### config.mk
export PLATFORM = sky130hd
export DESIGN_NAME = rpssc_top
export DESIGN_NICKNAME = d
export VERILOG_FILES = /design/src/logic/rpssc_pkg.sv /design/src/logic/rpssc_top.sv /design/src/logic/rpssc_lfsr.sv
export VERILOG_INCLUDE_DIRS = /design/src /design/src/logic
export SDC_FILE = /design/constraint.sdc
export NUM_CORES = 1
export LEC_CHECK = 0
export ABC_AREA = 1
export BUFFER_PORTS_ARGS = -buffer_cell sky130_fd_sc_hd__buf_2
export CAP_MARGIN = 30
export CORE_UTILIZATION = 31
export CTS_CLUSTER_DIAMETER = 60
export CTS_CLUSTER_SIZE = 30
export DETAILED_ROUTE_END_ITERATION = 6
export GPL_TIMING_DRIVEN = 0
export PLACE_DENSITY = 0.53
export SYNTH_ARGS = -nofsm -noshare
export SYNTH_HDL_FRONTEND = slang
export SYNTH_HIERARCHICAL = 1
export SYNTH_SLANG_ARGS = --single-unit
### constraint.sdc
create_clock -name sys_clk -period 4.55 [get_ports sys_clk]
set_input_delay 0.6825 -clock sys_clk [delete_from_list [all_inputs] [get_ports sys_clk]]
set_output_delay 0.6825 -clock sys_clk [all_outputs]
set_load 0.02 [all_outputs]
### src/logic/rpssc_cfg.svh
`ifndef RPSSC_CFG_SVH
`define RPSSC_CFG_SVH

// Register indices; byte address is four times the index.
`define RPSSC_IDX_PHASE      10'h06A
`define RPSSC_IDX_MODE       10'h06B
`define RPSSC_IDX_RANGE      10'h06C
`define RPSSC_IDX_DIVISOR    10'h06D
`define RPSSC_IDX_STEP       10'h06E
`define RPSSC_IDX_AMPBND     10'h06F
`define RPSSC_IDX_STATUS     10'h080

// Reset values.
`define RPSSC_RST_PHASE      8'h00
`define RPSSC_RST_MODE       8'h00
`define RPSSC_RST_RANGE      8'h00
`define RPSSC_RST_DIVISOR    8'h50
`define RPSSC_RST_STEP       8'h11
`define RPSSC_RST_AMPBND     8'h24

// Field positions.
`define RPSSC_PHASE_SEL_HI   3
`define RPSSC_PHASE_SEL_LO   2
`define RPSSC_AUDIO_SYNC_BIT 1
`define RPSSC_RAMP_SYNC_BIT  0
`define RPSSC_PREDIV_BIT     5
`define RPSSC_MANUAL_BIT     4
`define RPSSC_RANDOM_BIT     1
`define RPSSC_TRIANGLE_BIT   0
`define RPSSC_RDM_RANGE_HI   6
`define RPSSC_RDM_RANGE_LO   4
`define RPSSC_TRI_CTRL_HI    3
`define RPSSC_TRI_CTRL_LO    0
`define RPSSC_FALL_STEP_HI   7
`define RPSSC_FALL_STEP_LO   4
`define RPSSC_RISE_STEP_HI   3
`define RPSSC_RISE_STEP_LO   0
`define RPSSC_AMP_HI         6
`define RPSSC_AMP_LO         5
`define RPSSC_LIMIT_HI       4
`define RPSSC_LIMIT_LO       0

// Ramp timing in source clock ticks, plus reference rate in Hz, default amplitude and LFSR seed.
`define RPSSC_MANUAL_REF_HZ  61440000
`define RPSSC_NOM_PERIOD     10'h050
`define RPSSC_MIN_PERIOD     10'h002
`define RPSSC_AUTO_AMP       2'h1
`define RPSSC_LFSR_SEED      16'hACE1

// Bus answers.
`define RPSSC_RESP_OKAY      2'h0
`define RPSSC_RESP_SLVERR    2'h2

`endif

### src/logic/rpssc_pkg.sv
package rpssc_pkg;
   typedef enum logic [0:0] {
      RPSSC_SWEEP_UP   = 1'b0,
      RPSSC_SWEEP_DOWN = 1'b1
   } rpssc_dir_t;
   typedef logic [9:0] rpssc_period_t;
endpackage

### src/logic/rpssc_top.sv
`timescale 1ns/10ps
`include "rpssc_cfg.svh"
// How it works
// - A two-bit phase field picks where in each ramp period the phase tick falls, phase 0 to 3.
// - With the audio sync bit set, an audio frame pulse restarts the ramp; clear, it is ignored.
// - With the ramp sync bit set, a ramp sync pulse restarts the ramp; clear, it is ignored.
// - In manual mode the pre-divide bit halves the source clock rate of the ramp.
// - The manual bit hands the ramp to the divisor, step, amplitude and limit fields.
// - The random bit adds a random offset to each period, its span set by a three-bit range.
// - The triangle bit sweeps the period up and down, its span set by a four-bit field.
// - In manual mode the period is the eight-bit divisor N ticks, N resetting to 0x50.
// - In manual mode the sweep falls by a four-bit step resetting to 1.
// - In manual mode the sweep rises by a four-bit step resetting to 1.
// - In manual mode the ramp amplitude comes from a two-bit field resetting to 01.
// - In manual mode the sweep is bounded by a five-bit limit resetting to 4.
module rpssc_top
   import rpssc_pkg::*;
(
   // Clock and reset.
   input  wire logic        sys_clk,
   input  wire logic        arst_n,
   // AXI4-Lite write address.
   input  wire logic [11:0] s_axi_awaddr,
   input  wire logic        s_axi_awvalid,
   output logic             s_axi_awready,
   // AXI4-Lite write data.
   input  wire logic [31:0] s_axi_wdata,
   input  wire logic [3:0]  s_axi_wstrb,
   input  wire logic        s_axi_wvalid,
   output logic             s_axi_wready,
   // AXI4-Lite write response.
   output logic [1:0]       s_axi_bresp,
   output logic             s_axi_bvalid,
   input  wire logic        s_axi_bready,
   // AXI4-Lite read address.
   input  wire logic [11:0] s_axi_araddr,
   input  wire logic        s_axi_arvalid,
   output logic             s_axi_arready,
   // AXI4-Lite read data.
   output logic [31:0]      s_axi_rdata,
   output logic [1:0]       s_axi_rresp,
   output logic             s_axi_rvalid,
   input  wire logic        s_axi_rready,
   // Synchronisation pulses.
   input  wire logic        audioSync,
   input  wire logic        rampSyncIn,
   // Ramp outputs.
   output logic [9:0]       rampCount,
   output logic [9:0]       rampPeriod,
   output logic             rampWrap,
   output logic             rampPhaseTick,
   output logic [1:0]       rampAmplitude
);
   logic [1:0]    rstPipe_ff;
   logic          rstSync_n, spreadOff, halfRate;
   logic          awReady_ff, wReady_ff, bValid_ff, arReady_ff, rValid_ff;
   logic [9:0]    awIdx_ff;
   logic [31:0]   wData_ff;
   logic          wStrb0_ff;
   logic [1:0]    bResp_ff, rResp_ff;
   logic [31:0]   rData_ff;
   logic [7:0]    phaseReg_ff, modeReg_ff, rangeReg_ff;
   logic [7:0]    divisorReg_ff, stepReg_ff, ampBndReg_ff;
   logic          preDivTgl_ff;
   logic [9:0]    rampCnt_ff, period_ff;
   logic          rampWrap_ff, phaseTick_ff;
   logic [1:0]    rampAmp_ff;
   logic [5:0]    triOff_ff;
   rpssc_dir_t    dir_ff;
   logic [6:0]    randWord, rndOff_ff, rndMask;
   logic          doWrite, manual, preDiv, triOn, rdmOn, anySync, srcTick, endOfRamp;
   logic [1:0]    phaseSel;
   logic [3:0]    riseStep, fallStep;
   logic [5:0]    limit;
   rpssc_period_t basePeriod, nxt_period;

   function automatic logic isMapped(input logic [9:0] idx);
      return (idx >= `RPSSC_IDX_PHASE && idx <= `RPSSC_IDX_AMPBND) || idx == `RPSSC_IDX_STATUS;
   endfunction

   function automatic logic [6:0] rangeMask(input logic [2:0] r);
      logic [7:0] m;
      m = (8'h01 << ({1'b0, r} + 4'h1)) - 8'h01;
      return m[6:0];
   endfunction

   function automatic rpssc_period_t phasePoint(input rpssc_period_t p, input logic [1:0] sel);
      return 10'((p >> 2) * {8'h00, sel});
   endfunction

   function automatic rpssc_period_t clampPeriod(input rpssc_period_t p);
      return (p < `RPSSC_MIN_PERIOD) ? `RPSSC_MIN_PERIOD : p;
   endfunction

   // Reset release through two flops; assertion is immediate.
   always_ff @(posedge sys_clk or negedge arst_n) begin
      if (!arst_n) begin
         rstPipe_ff <= 2'h0;
      end else begin
         rstPipe_ff <= {rstPipe_ff[0], 1'b1};
      end
   end
   assign rstSync_n = rstPipe_ff[1];

   // Write channel: address and data are taken in either order, then one response.
   assign doWrite = !awReady_ff && !wReady_ff && !bValid_ff;

   always_ff @(posedge sys_clk or negedge rstSync_n) begin
      if (!rstSync_n) begin
         awReady_ff <= 1'b1;
         wReady_ff  <= 1'b1;
         bValid_ff  <= 1'b0;
         bResp_ff   <= `RPSSC_RESP_OKAY;
         awIdx_ff   <= 10'h000;
         wData_ff   <= 32'h0000_0000;
         wStrb0_ff  <= 1'b0;
      end else begin
         if (awReady_ff && s_axi_awvalid) begin
            awReady_ff <= 1'b0;
            awIdx_ff   <= s_axi_awaddr[11:2];
         end
         if (wReady_ff && s_axi_wvalid) begin
            wReady_ff <= 1'b0;
            wData_ff  <= s_axi_wdata;
            wStrb0_ff <= s_axi_wstrb[0];
         end
         if (doWrite) begin
            bValid_ff <= 1'b1;
            bResp_ff  <= isMapped(awIdx_ff) ? `RPSSC_RESP_OKAY : `RPSSC_RESP_SLVERR;
         end
         if (bValid_ff && s_axi_bready) begin
            bValid_ff  <= 1'b0;
            awReady_ff <= 1'b1;
            wReady_ff  <= 1'b1;
         end
      end
   end

   // Only the low byte lane holds register bits; other lanes are ignored.
   always_ff @(posedge sys_clk or negedge rstSync_n) begin
      if (!rstSync_n) begin
         phaseReg_ff   <= `RPSSC_RST_PHASE;
         modeReg_ff    <= `RPSSC_RST_MODE;
         rangeReg_ff   <= `RPSSC_RST_RANGE;
         divisorReg_ff <= `RPSSC_RST_DIVISOR;
         stepReg_ff    <= `RPSSC_RST_STEP;
         ampBndReg_ff  <= `RPSSC_RST_AMPBND;
      end else if (doWrite && wStrb0_ff) begin
         unique case (awIdx_ff)
            `RPSSC_IDX_PHASE:   phaseReg_ff   <= wData_ff[7:0];
            `RPSSC_IDX_MODE:    modeReg_ff    <= wData_ff[7:0];
            `RPSSC_IDX_RANGE:   rangeReg_ff   <= wData_ff[7:0];
            `RPSSC_IDX_DIVISOR: divisorReg_ff <= wData_ff[7:0];
            `RPSSC_IDX_STEP:    stepReg_ff    <= wData_ff[7:0];
            `RPSSC_IDX_AMPBND:  ampBndReg_ff  <= wData_ff[7:0];
            default: ;
         endcase
      end
   end

   // Read channel: one read at a time, data registered on the address handshake.
   always_ff @(posedge sys_clk or negedge rstSync_n) begin
      if (!rstSync_n) begin
         arReady_ff <= 1'b1;
         rValid_ff  <= 1'b0;
         rData_ff   <= 32'h0000_0000;
         rResp_ff   <= `RPSSC_RESP_OKAY;
      end else begin
         if (arReady_ff && s_axi_arvalid) begin
            arReady_ff <= 1'b0;
            rValid_ff  <= 1'b1;
            rResp_ff   <= isMapped(s_axi_araddr[11:2]) ? `RPSSC_RESP_OKAY : `RPSSC_RESP_SLVERR;
            unique case (s_axi_araddr[11:2])
               `RPSSC_IDX_PHASE:   rData_ff <= {24'h000000, phaseReg_ff};
               `RPSSC_IDX_MODE:    rData_ff <= {24'h000000, modeReg_ff};
               `RPSSC_IDX_RANGE:   rData_ff <= {24'h000000, rangeReg_ff};
               `RPSSC_IDX_DIVISOR: rData_ff <= {24'h000000, divisorReg_ff};
               `RPSSC_IDX_STEP:    rData_ff <= {24'h000000, stepReg_ff};
               `RPSSC_IDX_AMPBND:  rData_ff <= {24'h000000, ampBndReg_ff};
               `RPSSC_IDX_STATUS:  rData_ff <= {15'h0000, dir_ff, triOff_ff, period_ff};
               default:            rData_ff <= 32'h0000_0000;
            endcase
         end
         if (rValid_ff && s_axi_rready) begin
            rValid_ff  <= 1'b0;
            arReady_ff <= 1'b1;
         end
      end
   end

   // Field decode.
   assign phaseSel = phaseReg_ff[`RPSSC_PHASE_SEL_HI:`RPSSC_PHASE_SEL_LO];
   assign manual   = modeReg_ff[`RPSSC_MANUAL_BIT];
   assign preDiv   = modeReg_ff[`RPSSC_PREDIV_BIT];
   assign triOn    = modeReg_ff[`RPSSC_TRIANGLE_BIT];
   assign rdmOn    = modeReg_ff[`RPSSC_RANDOM_BIT];
   assign spreadOff = !triOn && !rdmOn;
   assign anySync  = (phaseReg_ff[`RPSSC_AUDIO_SYNC_BIT] && audioSync) ||
                     (phaseReg_ff[`RPSSC_RAMP_SYNC_BIT] && rampSyncIn);

   // Outside manual mode the sweep uses unit steps and the four-bit field as its limit.
   assign riseStep = manual ? stepReg_ff[`RPSSC_RISE_STEP_HI:`RPSSC_RISE_STEP_LO] : 4'h1;
   assign fallStep = manual ? stepReg_ff[`RPSSC_FALL_STEP_HI:`RPSSC_FALL_STEP_LO] : 4'h1;
   assign limit    = manual ? {1'b0, ampBndReg_ff[`RPSSC_LIMIT_HI:`RPSSC_LIMIT_LO]}
                            : {2'h0, rangeReg_ff[`RPSSC_TRI_CTRL_HI:`RPSSC_TRI_CTRL_LO]};
   assign basePeriod = manual ? {2'h0, divisorReg_ff} : `RPSSC_NOM_PERIOD;

   // Spread terms are summed onto the base; with both off the period stays fixed.
   assign nxt_period = clampPeriod(basePeriod + {4'h0, triOff_ff} + {3'h0, rndOff_ff});

   // The system clock stands in for the PLL clock; the toggle halves the tick rate.
   always_ff @(posedge sys_clk or negedge rstSync_n) begin
      if (!rstSync_n) begin
         preDivTgl_ff <= 1'b0;
      end else begin
         preDivTgl_ff <= !preDivTgl_ff;
      end
   end
   assign halfRate  = manual && preDiv;
   assign srcTick   = !halfRate || preDivTgl_ff;
   assign endOfRamp = srcTick && (rampCnt_ff >= period_ff - 10'h001);

   // Ramp counter; a sync pulse restarts the period at once, overriding the count.
   always_ff @(posedge sys_clk or negedge rstSync_n) begin
      if (!rstSync_n) begin
         rampCnt_ff  <= 10'h000;
         period_ff   <= `RPSSC_NOM_PERIOD;
         rampWrap_ff <= 1'b0;
      end else begin
         rampWrap_ff <= anySync || endOfRamp;
         if (anySync || endOfRamp) begin
            rampCnt_ff <= 10'h000;
            period_ff  <= nxt_period;
         end else if (srcTick) begin
            rampCnt_ff <= rampCnt_ff + 10'h001;
         end
      end
   end

   // Phase tick marks the selected quarter of the period for staggered switching.
   always_ff @(posedge sys_clk or negedge rstSync_n) begin
      if (!rstSync_n) begin
         phaseTick_ff <= 1'b0;
      end else begin
         phaseTick_ff <= srcTick && !anySync
                         && (rampCnt_ff == phasePoint(period_ff, phaseSel));
      end
   end

   // Triangle sweep, advanced once per period.
   always_ff @(posedge sys_clk or negedge rstSync_n) begin
      if (!rstSync_n) begin
         triOff_ff <= 6'h00;
         dir_ff    <= RPSSC_SWEEP_UP;
      end else if (!triOn) begin
         triOff_ff <= 6'h00;
         dir_ff    <= RPSSC_SWEEP_UP;
      end else if (endOfRamp || anySync) begin
         unique case (dir_ff)
            RPSSC_SWEEP_UP: begin
               if (triOff_ff + {2'h0, riseStep} >= limit) begin
                  triOff_ff <= limit;
                  dir_ff    <= RPSSC_SWEEP_DOWN;
               end else begin
                  triOff_ff <= triOff_ff + {2'h0, riseStep};
               end
            end
            RPSSC_SWEEP_DOWN: begin
               if (triOff_ff <= {2'h0, fallStep}) begin
                  triOff_ff <= 6'h00;
                  dir_ff    <= RPSSC_SWEEP_UP;
               end else begin
                  triOff_ff <= triOff_ff - {2'h0, fallStep};
               end
            end
         endcase
      end
   end

   rpssc_lfsr u_lfsr (
      .sys_clk   (sys_clk),
      .rstSync_n (rstSync_n),
      .advance   (endOfRamp || anySync),
      .randWord  (randWord)
   );

   // Random offset, masked to the programmed span.
   assign rndMask = rangeMask(rangeReg_ff[`RPSSC_RDM_RANGE_HI:`RPSSC_RDM_RANGE_LO]);
   always_ff @(posedge sys_clk or negedge rstSync_n) begin
      if (!rstSync_n) begin
         rndOff_ff <= 7'h00;
      end else begin
         rndOff_ff <= rdmOn ? (randWord & rndMask) : 7'h00;
      end
   end

   always_ff @(posedge sys_clk or negedge rstSync_n) begin
      if (!rstSync_n) begin
         rampAmp_ff <= `RPSSC_AUTO_AMP;
      end else begin
         rampAmp_ff <= manual ? ampBndReg_ff[`RPSSC_AMP_HI:`RPSSC_AMP_LO]
                              : `RPSSC_AUTO_AMP;
      end
   end

   assign s_axi_awready = awReady_ff;
   assign s_axi_wready  = wReady_ff;
   assign s_axi_bvalid  = bValid_ff;
   assign s_axi_bresp   = bResp_ff;
   assign s_axi_arready = arReady_ff;
   assign s_axi_rvalid  = rValid_ff;
   assign s_axi_rdata   = rData_ff;
   assign s_axi_rresp   = rResp_ff;
   assign rampCount     = rampCnt_ff;
   assign rampPeriod    = period_ff;
   assign rampWrap      = rampWrap_ff;
   assign rampPhaseTick = phaseTick_ff;
   assign rampAmplitude = rampAmp_ff;
endmodule

### src/logic/rpssc_lfsr.sv
`timescale 1ns/10ps
`include "rpssc_cfg.svh"
module rpssc_lfsr
   import rpssc_pkg::*;
(
   // Clock and reset.
   input  wire logic       sys_clk,
   input  wire logic       rstSync_n,
   // Control.
   input  wire logic       advance,
   // Random word.
   output logic     [6:0]  randWord
);
   logic [15:0] lfsr_ff;

   // Maximal-length Fibonacci taps 16,14,13,11.
   always_ff @(posedge sys_clk or negedge rstSync_n) begin
      if (!rstSync_n) begin
         lfsr_ff <= `RPSSC_LFSR_SEED;
      end else if (advance) begin
         lfsr_ff <= {lfsr_ff[14:0], lfsr_ff[15] ^ lfsr_ff[13] ^ lfsr_ff[12] ^ lfsr_ff[10]};
      end
   end

   assign randWord = lfsr_ff[6:0];
endmodule

## Word level (Yosys, flattened, before mapping)

Index checks and enable logic that the tools add are counted.

- Bitwise logic cells: 5
- $mul: 1
- Multiplexer cells: 32
- Div/mod/pow operators: 0
- Shift-type cells: 1
- $lt $le $gt $ge: 8
- Reductions and logical operators: 38
- Eq/ne operators: 16
- Add/subtract/negate cells: 8

Operators by type and width:

| cell | count |
|---|---|
| $eq A10 B7 Y1 const B | 12 |
| $pmux W17 S7 | 1 |
| $mux W10 | 3 |
| $mux W6 | 4 |
| $eq A10 B8 Y1 const B | 2 |
| $ge A10 B7 Y1 const B | 2 |
| $le A10 B7 Y1 const B | 2 |
| $logic_and A1 B1 Y1 | 16 |
| $mux W1 | 14 |
| $pmux W6 S2 | 1 |
| $reduce_and A2 Y1 | 6 |
| $add A10 B1 Y10 const B | 1 |
| $add A9 B7 Y10 | 1 |
| $eq A10 B10 Y1 | 1 |
| $ge A10 B10 Y1 | 1 |
| $lt A10 B2 Y1 const B | 1 |
| $mul A8 B2 Y10 | 1 |
| $reduce_bool A2 Y1 | 5 |
| $sub A10 B1 Y10 const B | 1 |
| $add A8 B6 Y9 | 1 |
| $mux W4 | 2 |
| $mux W8 | 1 |
| $and A7 B7 Y7 | 1 |
| $mux W7 | 1 |
| other kinds (15) | 28 |

- Flip-flop bits (word level): 165
- Memories: 0
- Input port bits: 69
- Memory bits (writable): 0
- Output and inout bits: 65
- Bits in read-only memories: 0
- Latch bits: 0

## Depth between registers and ports, before layout

- Depth after elaboration: 7
- Mapped depth: 20
- Mapped depth without buffers: 18

## Cells and area by module

The synthesis kept the hierarchy.

By module, submodules not included:

| module | area an instance (µm²) | cells each | sequential area each (µm²) | times used |
|---|---|---|---|---|
| rpssc_top | 8,018.9 | 1,038 | 3,268.1 | 1 |
| rpssc_lfsr | 767.0 | 83 | 410.4 | 1 |

## Worst setup path before layout

Ideal clock, no wire load.

- Path type: reg2reg
- Start: register modeReg_ff[4]
- End: register triOff_ff[0]
- Data arrival time: 2,940 ps
- Data required time: 4,433 ps
- Stages on the path, launching flop included: 19
- Path buffers: 3
- Setup time: 117 ps
- Slack: 1,493 ps
- Cells stage by stage: dfrtp_1 -> clkbuf_1 -> clkbuf_1 -> buf_2 -> nand2_1 -> ha_1 -> fa_1 -> xor2_1 -> ha_1 -> nand2_1 -> inv_1 -> nand2_1 -> nand2_1 -> nand2_1 -> nand3_2 -> nand2_1 -> nand3_1 -> nand3_1 -> nand2_1

- Longest elaborated chain between the ends: 7
- Elaborated cells on any way between the ends: 18
- Classes of those cells: 2 x add/sub; 2 x order compare; 1 x eq/ne; 8 x mux; 5 x reduce/logical

Ends and longest elaborated chain:

| what | line | RTL |
|---|---|---|
| start, declared | rpssc_top.sv:62 | `logic [7:0] phaseReg_ff, modeReg_ff, rangeReg_ff;` |
| start signal, assigned | rpssc_top.sv:143 | `` modeReg_ff <= `RPSSC_RST_MODE; `` |
| start signal, assigned | rpssc_top.sv:151 | `` `RPSSC_IDX_MODE: modeReg_ff <= wData_ff[7:0]; `` |
| $mux W4 | rpssc_top.sv:202 | `` assign riseStep = manual ? stepReg_ff[`RPSSC_RISE_STEP_HI:`RPSSC_RISE_STEP_LO] : 4'h1; `` |
| $add A6 B4 Y6 | rpssc_top.sv:261, rpssc_top.sv:265 |  |
| $ge A6 B5 Y1 | rpssc_top.sv:261 | `if (triOff_ff + {2'h0, riseStep} >= limit) begin` |
| $mux W6 | rpssc_top.sv:261 |  |
| $pmux W6 S2 | rpssc_top.sv:259 | `unique case (dir_ff)` |
| $mux W6 | rpssc_top.sv:258 | `end else if (endOfRamp \|\| anySync) begin` |
| $mux W6 | rpssc_top.sv:255 | `end else if (!triOn) begin` |
| end signal, assigned | rpssc_top.sv:262 | `triOff_ff <= limit;` |
| end signal, assigned | rpssc_top.sv:265 | `triOff_ff <= triOff_ff + {2'h0, riseStep};` |
| end signal, assigned | rpssc_top.sv:273 | `triOff_ff <= triOff_ff - {2'h0, fallStep};` |
| end, declared | rpssc_top.sv:68 | `logic [5:0] triOff_ff;` |

Parallel ways exist; a longest one is shown, timed or not. The select of a mux whose other input is x is not followed.
A chain may end at the register's enable or synchronous reset.

## Worst setup path after layout

- Start: register modeReg_ff[4]
- End: register triOff_ff[1]

Same word-level chain as after synthesis.

==> metrics.yaml <==
rsz0062_at_grt: "no"
yosysWarnings: 6
synth_area_sq_um: 8790
worstPathCellList: "clkbuf_1, clkbuf_1, buf_2, nand2_1, ha_1, fa_1, xor2_1, ha_1, nand2_1, inv_1, nand2_1, nand2_1, nand2_1, nand3_2, nand2_1, nand3_1, nand3_1, nand2_1"
core_area_sq_um: 27900
io_pins: 134
p_per_area_nw_per_um2: 504
clk_pin_slew_ns: 0.06
dieHeight_microns: 170
reg2reg_from: "modeReg_ff[4]"
synth-edff-count: 0
fin_nets: 1362
crit_family: "buffers and inverters"
syn_inst: 1121
diodes: 0
final_max_slew_viol_count: 0
critPathArrivalTime_ns: 4.09
crit_buf_inv: 4
synthToLayoutAreaGrowth_pct: 18.2
routabilityCongestion: 0.879
yosys_most_used_dff: "dfrtp_1"
critPathMaxFanout: 10
grt-ovfl-total: 0
crit_top_cell: "nand2_1"
ys_types: 50
cts_max_path_buffers: 2
cpMaxStageDelayCell: "clkbuf_1"
insertion_delay_ns: 0.44
fmax_mhz: 266
start_kind: "flop"
end_kind: "flop"
maxCapViolCount: 0
cts_buffers: 17
r2r_slack_ns: 0.78
finClkSkew_ns: 0.0164
grt_pass1_wl_mm: 38.4
dp_slack_ns: 0.806
post_cts_buffers: 0
numClockSinks: 146
ir_drop_mv: 0.226
drt_iter0_markers: 618
tightest_slew_ns: 0.583
cts_resized: 0
cpPeakStageDelay_ns: 0.43
ant_nets: 0
p_leak_nw: 5.34
dieArea_sq_um: 29000
vias: 7482
layout_setup_ws_ns: 0.784
grt_pass1_vias: 7161
synth_area_per_cell_sq_um: 7.84
cts_hold_buf: 0
finalCritPeriodShare_pct: 82.8
status: "complete, no violations"
hp-class: "in -> async"
drt_pass1_iterations: 5
vias_per_cell: 4.58
ys_seq_elements: 146
cts.htree.levels: 4
crit_path_start: "modeReg_ff[4]"
slew-limit-headroom_pct: 61.1
grt_use_total_pct: 17.4
crit_path_end: "triOff_ff[1]"
tns_ns: 0
yosysSeqAreaShare_pct: 41.9
crit_cells: 18
port_buffers: 82
finalPower_mw: 5.23
cts-root-buf: "clkbuf_16"
drive_above_1_share_pct: 17.4
required_ns: 4.88
start_util_pct: 31.5
r2r-end: "triOff_ff[1]"
drc: 0
setup_viol: 0
hold_violations: 0
routedWlPerCell_microns: 14.7
grt_max_degree: 65
whs_ns: 0.0186
crit_type: "reg -> reg"
dp_hpwl_mm: 18.1
num_rows: 61
async_flop_share_pct: 100
r2r_cells: 18
antenna_found_initial: 0
die_w_microns: 170
cts_tree: "built"
fin_crit_ns: 3.77
routed_wl_mm: 23.9
[cells in the mapped netlist, types with 2 or more instances]
master | n | area (sq um)
nand2_1 | 300 | 1130
inv_1 | 164 | 616
dfrtp_1 | 126 | 3150
nor2_1 | 79 | 297
nand3_1 | 55 | 275
o21ai_0 | 45 | 225
o21ai_1 | 44 | 220
a21oi_1 | 43 | 215
ha_1 | 40 | 500
buf_4 | 26 | 195
dfstp_2 | 20 | 526
nand4_1 | 20 | 125
nor3_1 | 18 | 90.1
xor2_1 | 16 | 140
o22ai_1 | 15 | 93.8
buf_2 | 10 | 50.1
clkbuf_1 | 10 | 37.5
fa_1 | 10 | 200
mux2_2 | 7 | 78.8
a211oi_1 | 6 | 45.0
o31ai_1 | 6 | 45.0
xnor2_1 | 6 | 52.6
nand2_2 | 5 | 31.3
nand3_2 | 5 | 50.1
o21ai_2 | 5 | 43.8
buf_6 | 4 | 45.0
inv_2 | 3 | 11.3
nor2_2 | 3 | 18.8
nor4_2 | 3 | 37.5
o21bai_1 | 3 | 22.5
conb_1 | 2 | 7.51
nand3b_1 | 2 | 15.0
nor4_1 | 2 | 12.5
o211ai_1 | 2 | 15.0
[cells in the final DEF, fill, tap and decap left out, types with 7 or more instances in the layout]
cell type	instances
dfrtp_1	125
inv_6	9
nand4_1	20
buf_4	26
o22ai_1	15
mux2_2	7
nor2_1	79
o21ai_1	44
dfstp_2	20
ha_1	40
buf_2	92
clkbuf_1	10
xor2_1	16
conb_1	21
nand3_1	55
fa_1	10
nand2_1	300
a21oi_1	43
o21ai_0	45
nor3_1	18
clkbuf_16	17
inv_1	164
[sequential cells by signal, summed over array words and instances, names as in the netlist, 9 cells and up]
name	cells
awIdx_ff	10
s_axi_rdata	16
rampCount	10
u_lfsr/lfsr_ff	16
rampPeriod	9
[cell families (layout without fill, tap and decap cells)]
family	count (synthesis)	count (layout)	share of synthesized area, %
other	2	21	0.0855
xor gates and xnor gates	23	23	2.45
adders and majority gates	50	50	7.97
AOI/OAI and AO/OA	170	170	10.6
buffers and inverters	221	337	11.4
muxes	7	7	0.897
and+or+nand+nor	502	502	24.7
DFF	146	146	41.9
[metal layers]
layer	global-route usage, %	vias up	share of wire [%]
li1	-	3817	-
met1	23.9	3428	47
met2	27.4	211	45
met3	3.35	26	5.9
met4	5.44	0	1.8
met5	0	-	0
[report_power, final]
group	total [mW]	leakage [nW]	switching, mW	internal, mW
clock	1.43	0.286	0.646	0.779
combinational	1.94	3.18	1.25	0.687
sequential	1.87	1.88	0.259	1.61
[area by class of cell]
| type | count | area (sq um) |
|---|---|---|
| multi-input cells | 773 | 4180 |
| well taps | 378 | 473 |
| clock buffers | 17 | 425 |
| plain buffers | 52 | 362 |
| clock inverters | 15 | 159 |
| inverters | 169 | 639 |
| repair buffers | 84 | 465 |
| flip-flops and latches | 146 | 3680 |
| fillers | 2954 | 17500 |
[metrics by stage]
| step | utilization [%] | instance area [sq um] | instances |
|---|---|---|---|
| detailed placement | 35.2 | 9800 | 1602 |
| global route | 37.3 | 10400 | 1634 |
| finish | 37.3 | 10400 | 1634 |
| CTS | 37.3 | 10400 | 1634 |
| floorplan | - | 8860 | 1140 |
| global placement | 35.0 | 9740 | 1600 |
[worst min-delay path by stage]
stage / from / to / slack (ns) / cells after the start
3_3_place_gp: rstPipe_ff[0] / rstPipe_ff[1] / 0.34 / 0
5_1_grt: arst_n / rstPipe_ff[1] / 0.003 / 1
6_report: arst_n / rstPipe_ff[1] / 0.02 / 1
4_1_cts: arst_n / rstPipe_ff[1] / 0.002 / 1
2_1_floorplan: rstPipe_ff[0] / rstPipe_ff[1] / 0.33 / 0
3_5_place_dp: rstPipe_ff[0] / rstPipe_ff[1] / 0.34 / 0
(Power assumes the default switching activity.)
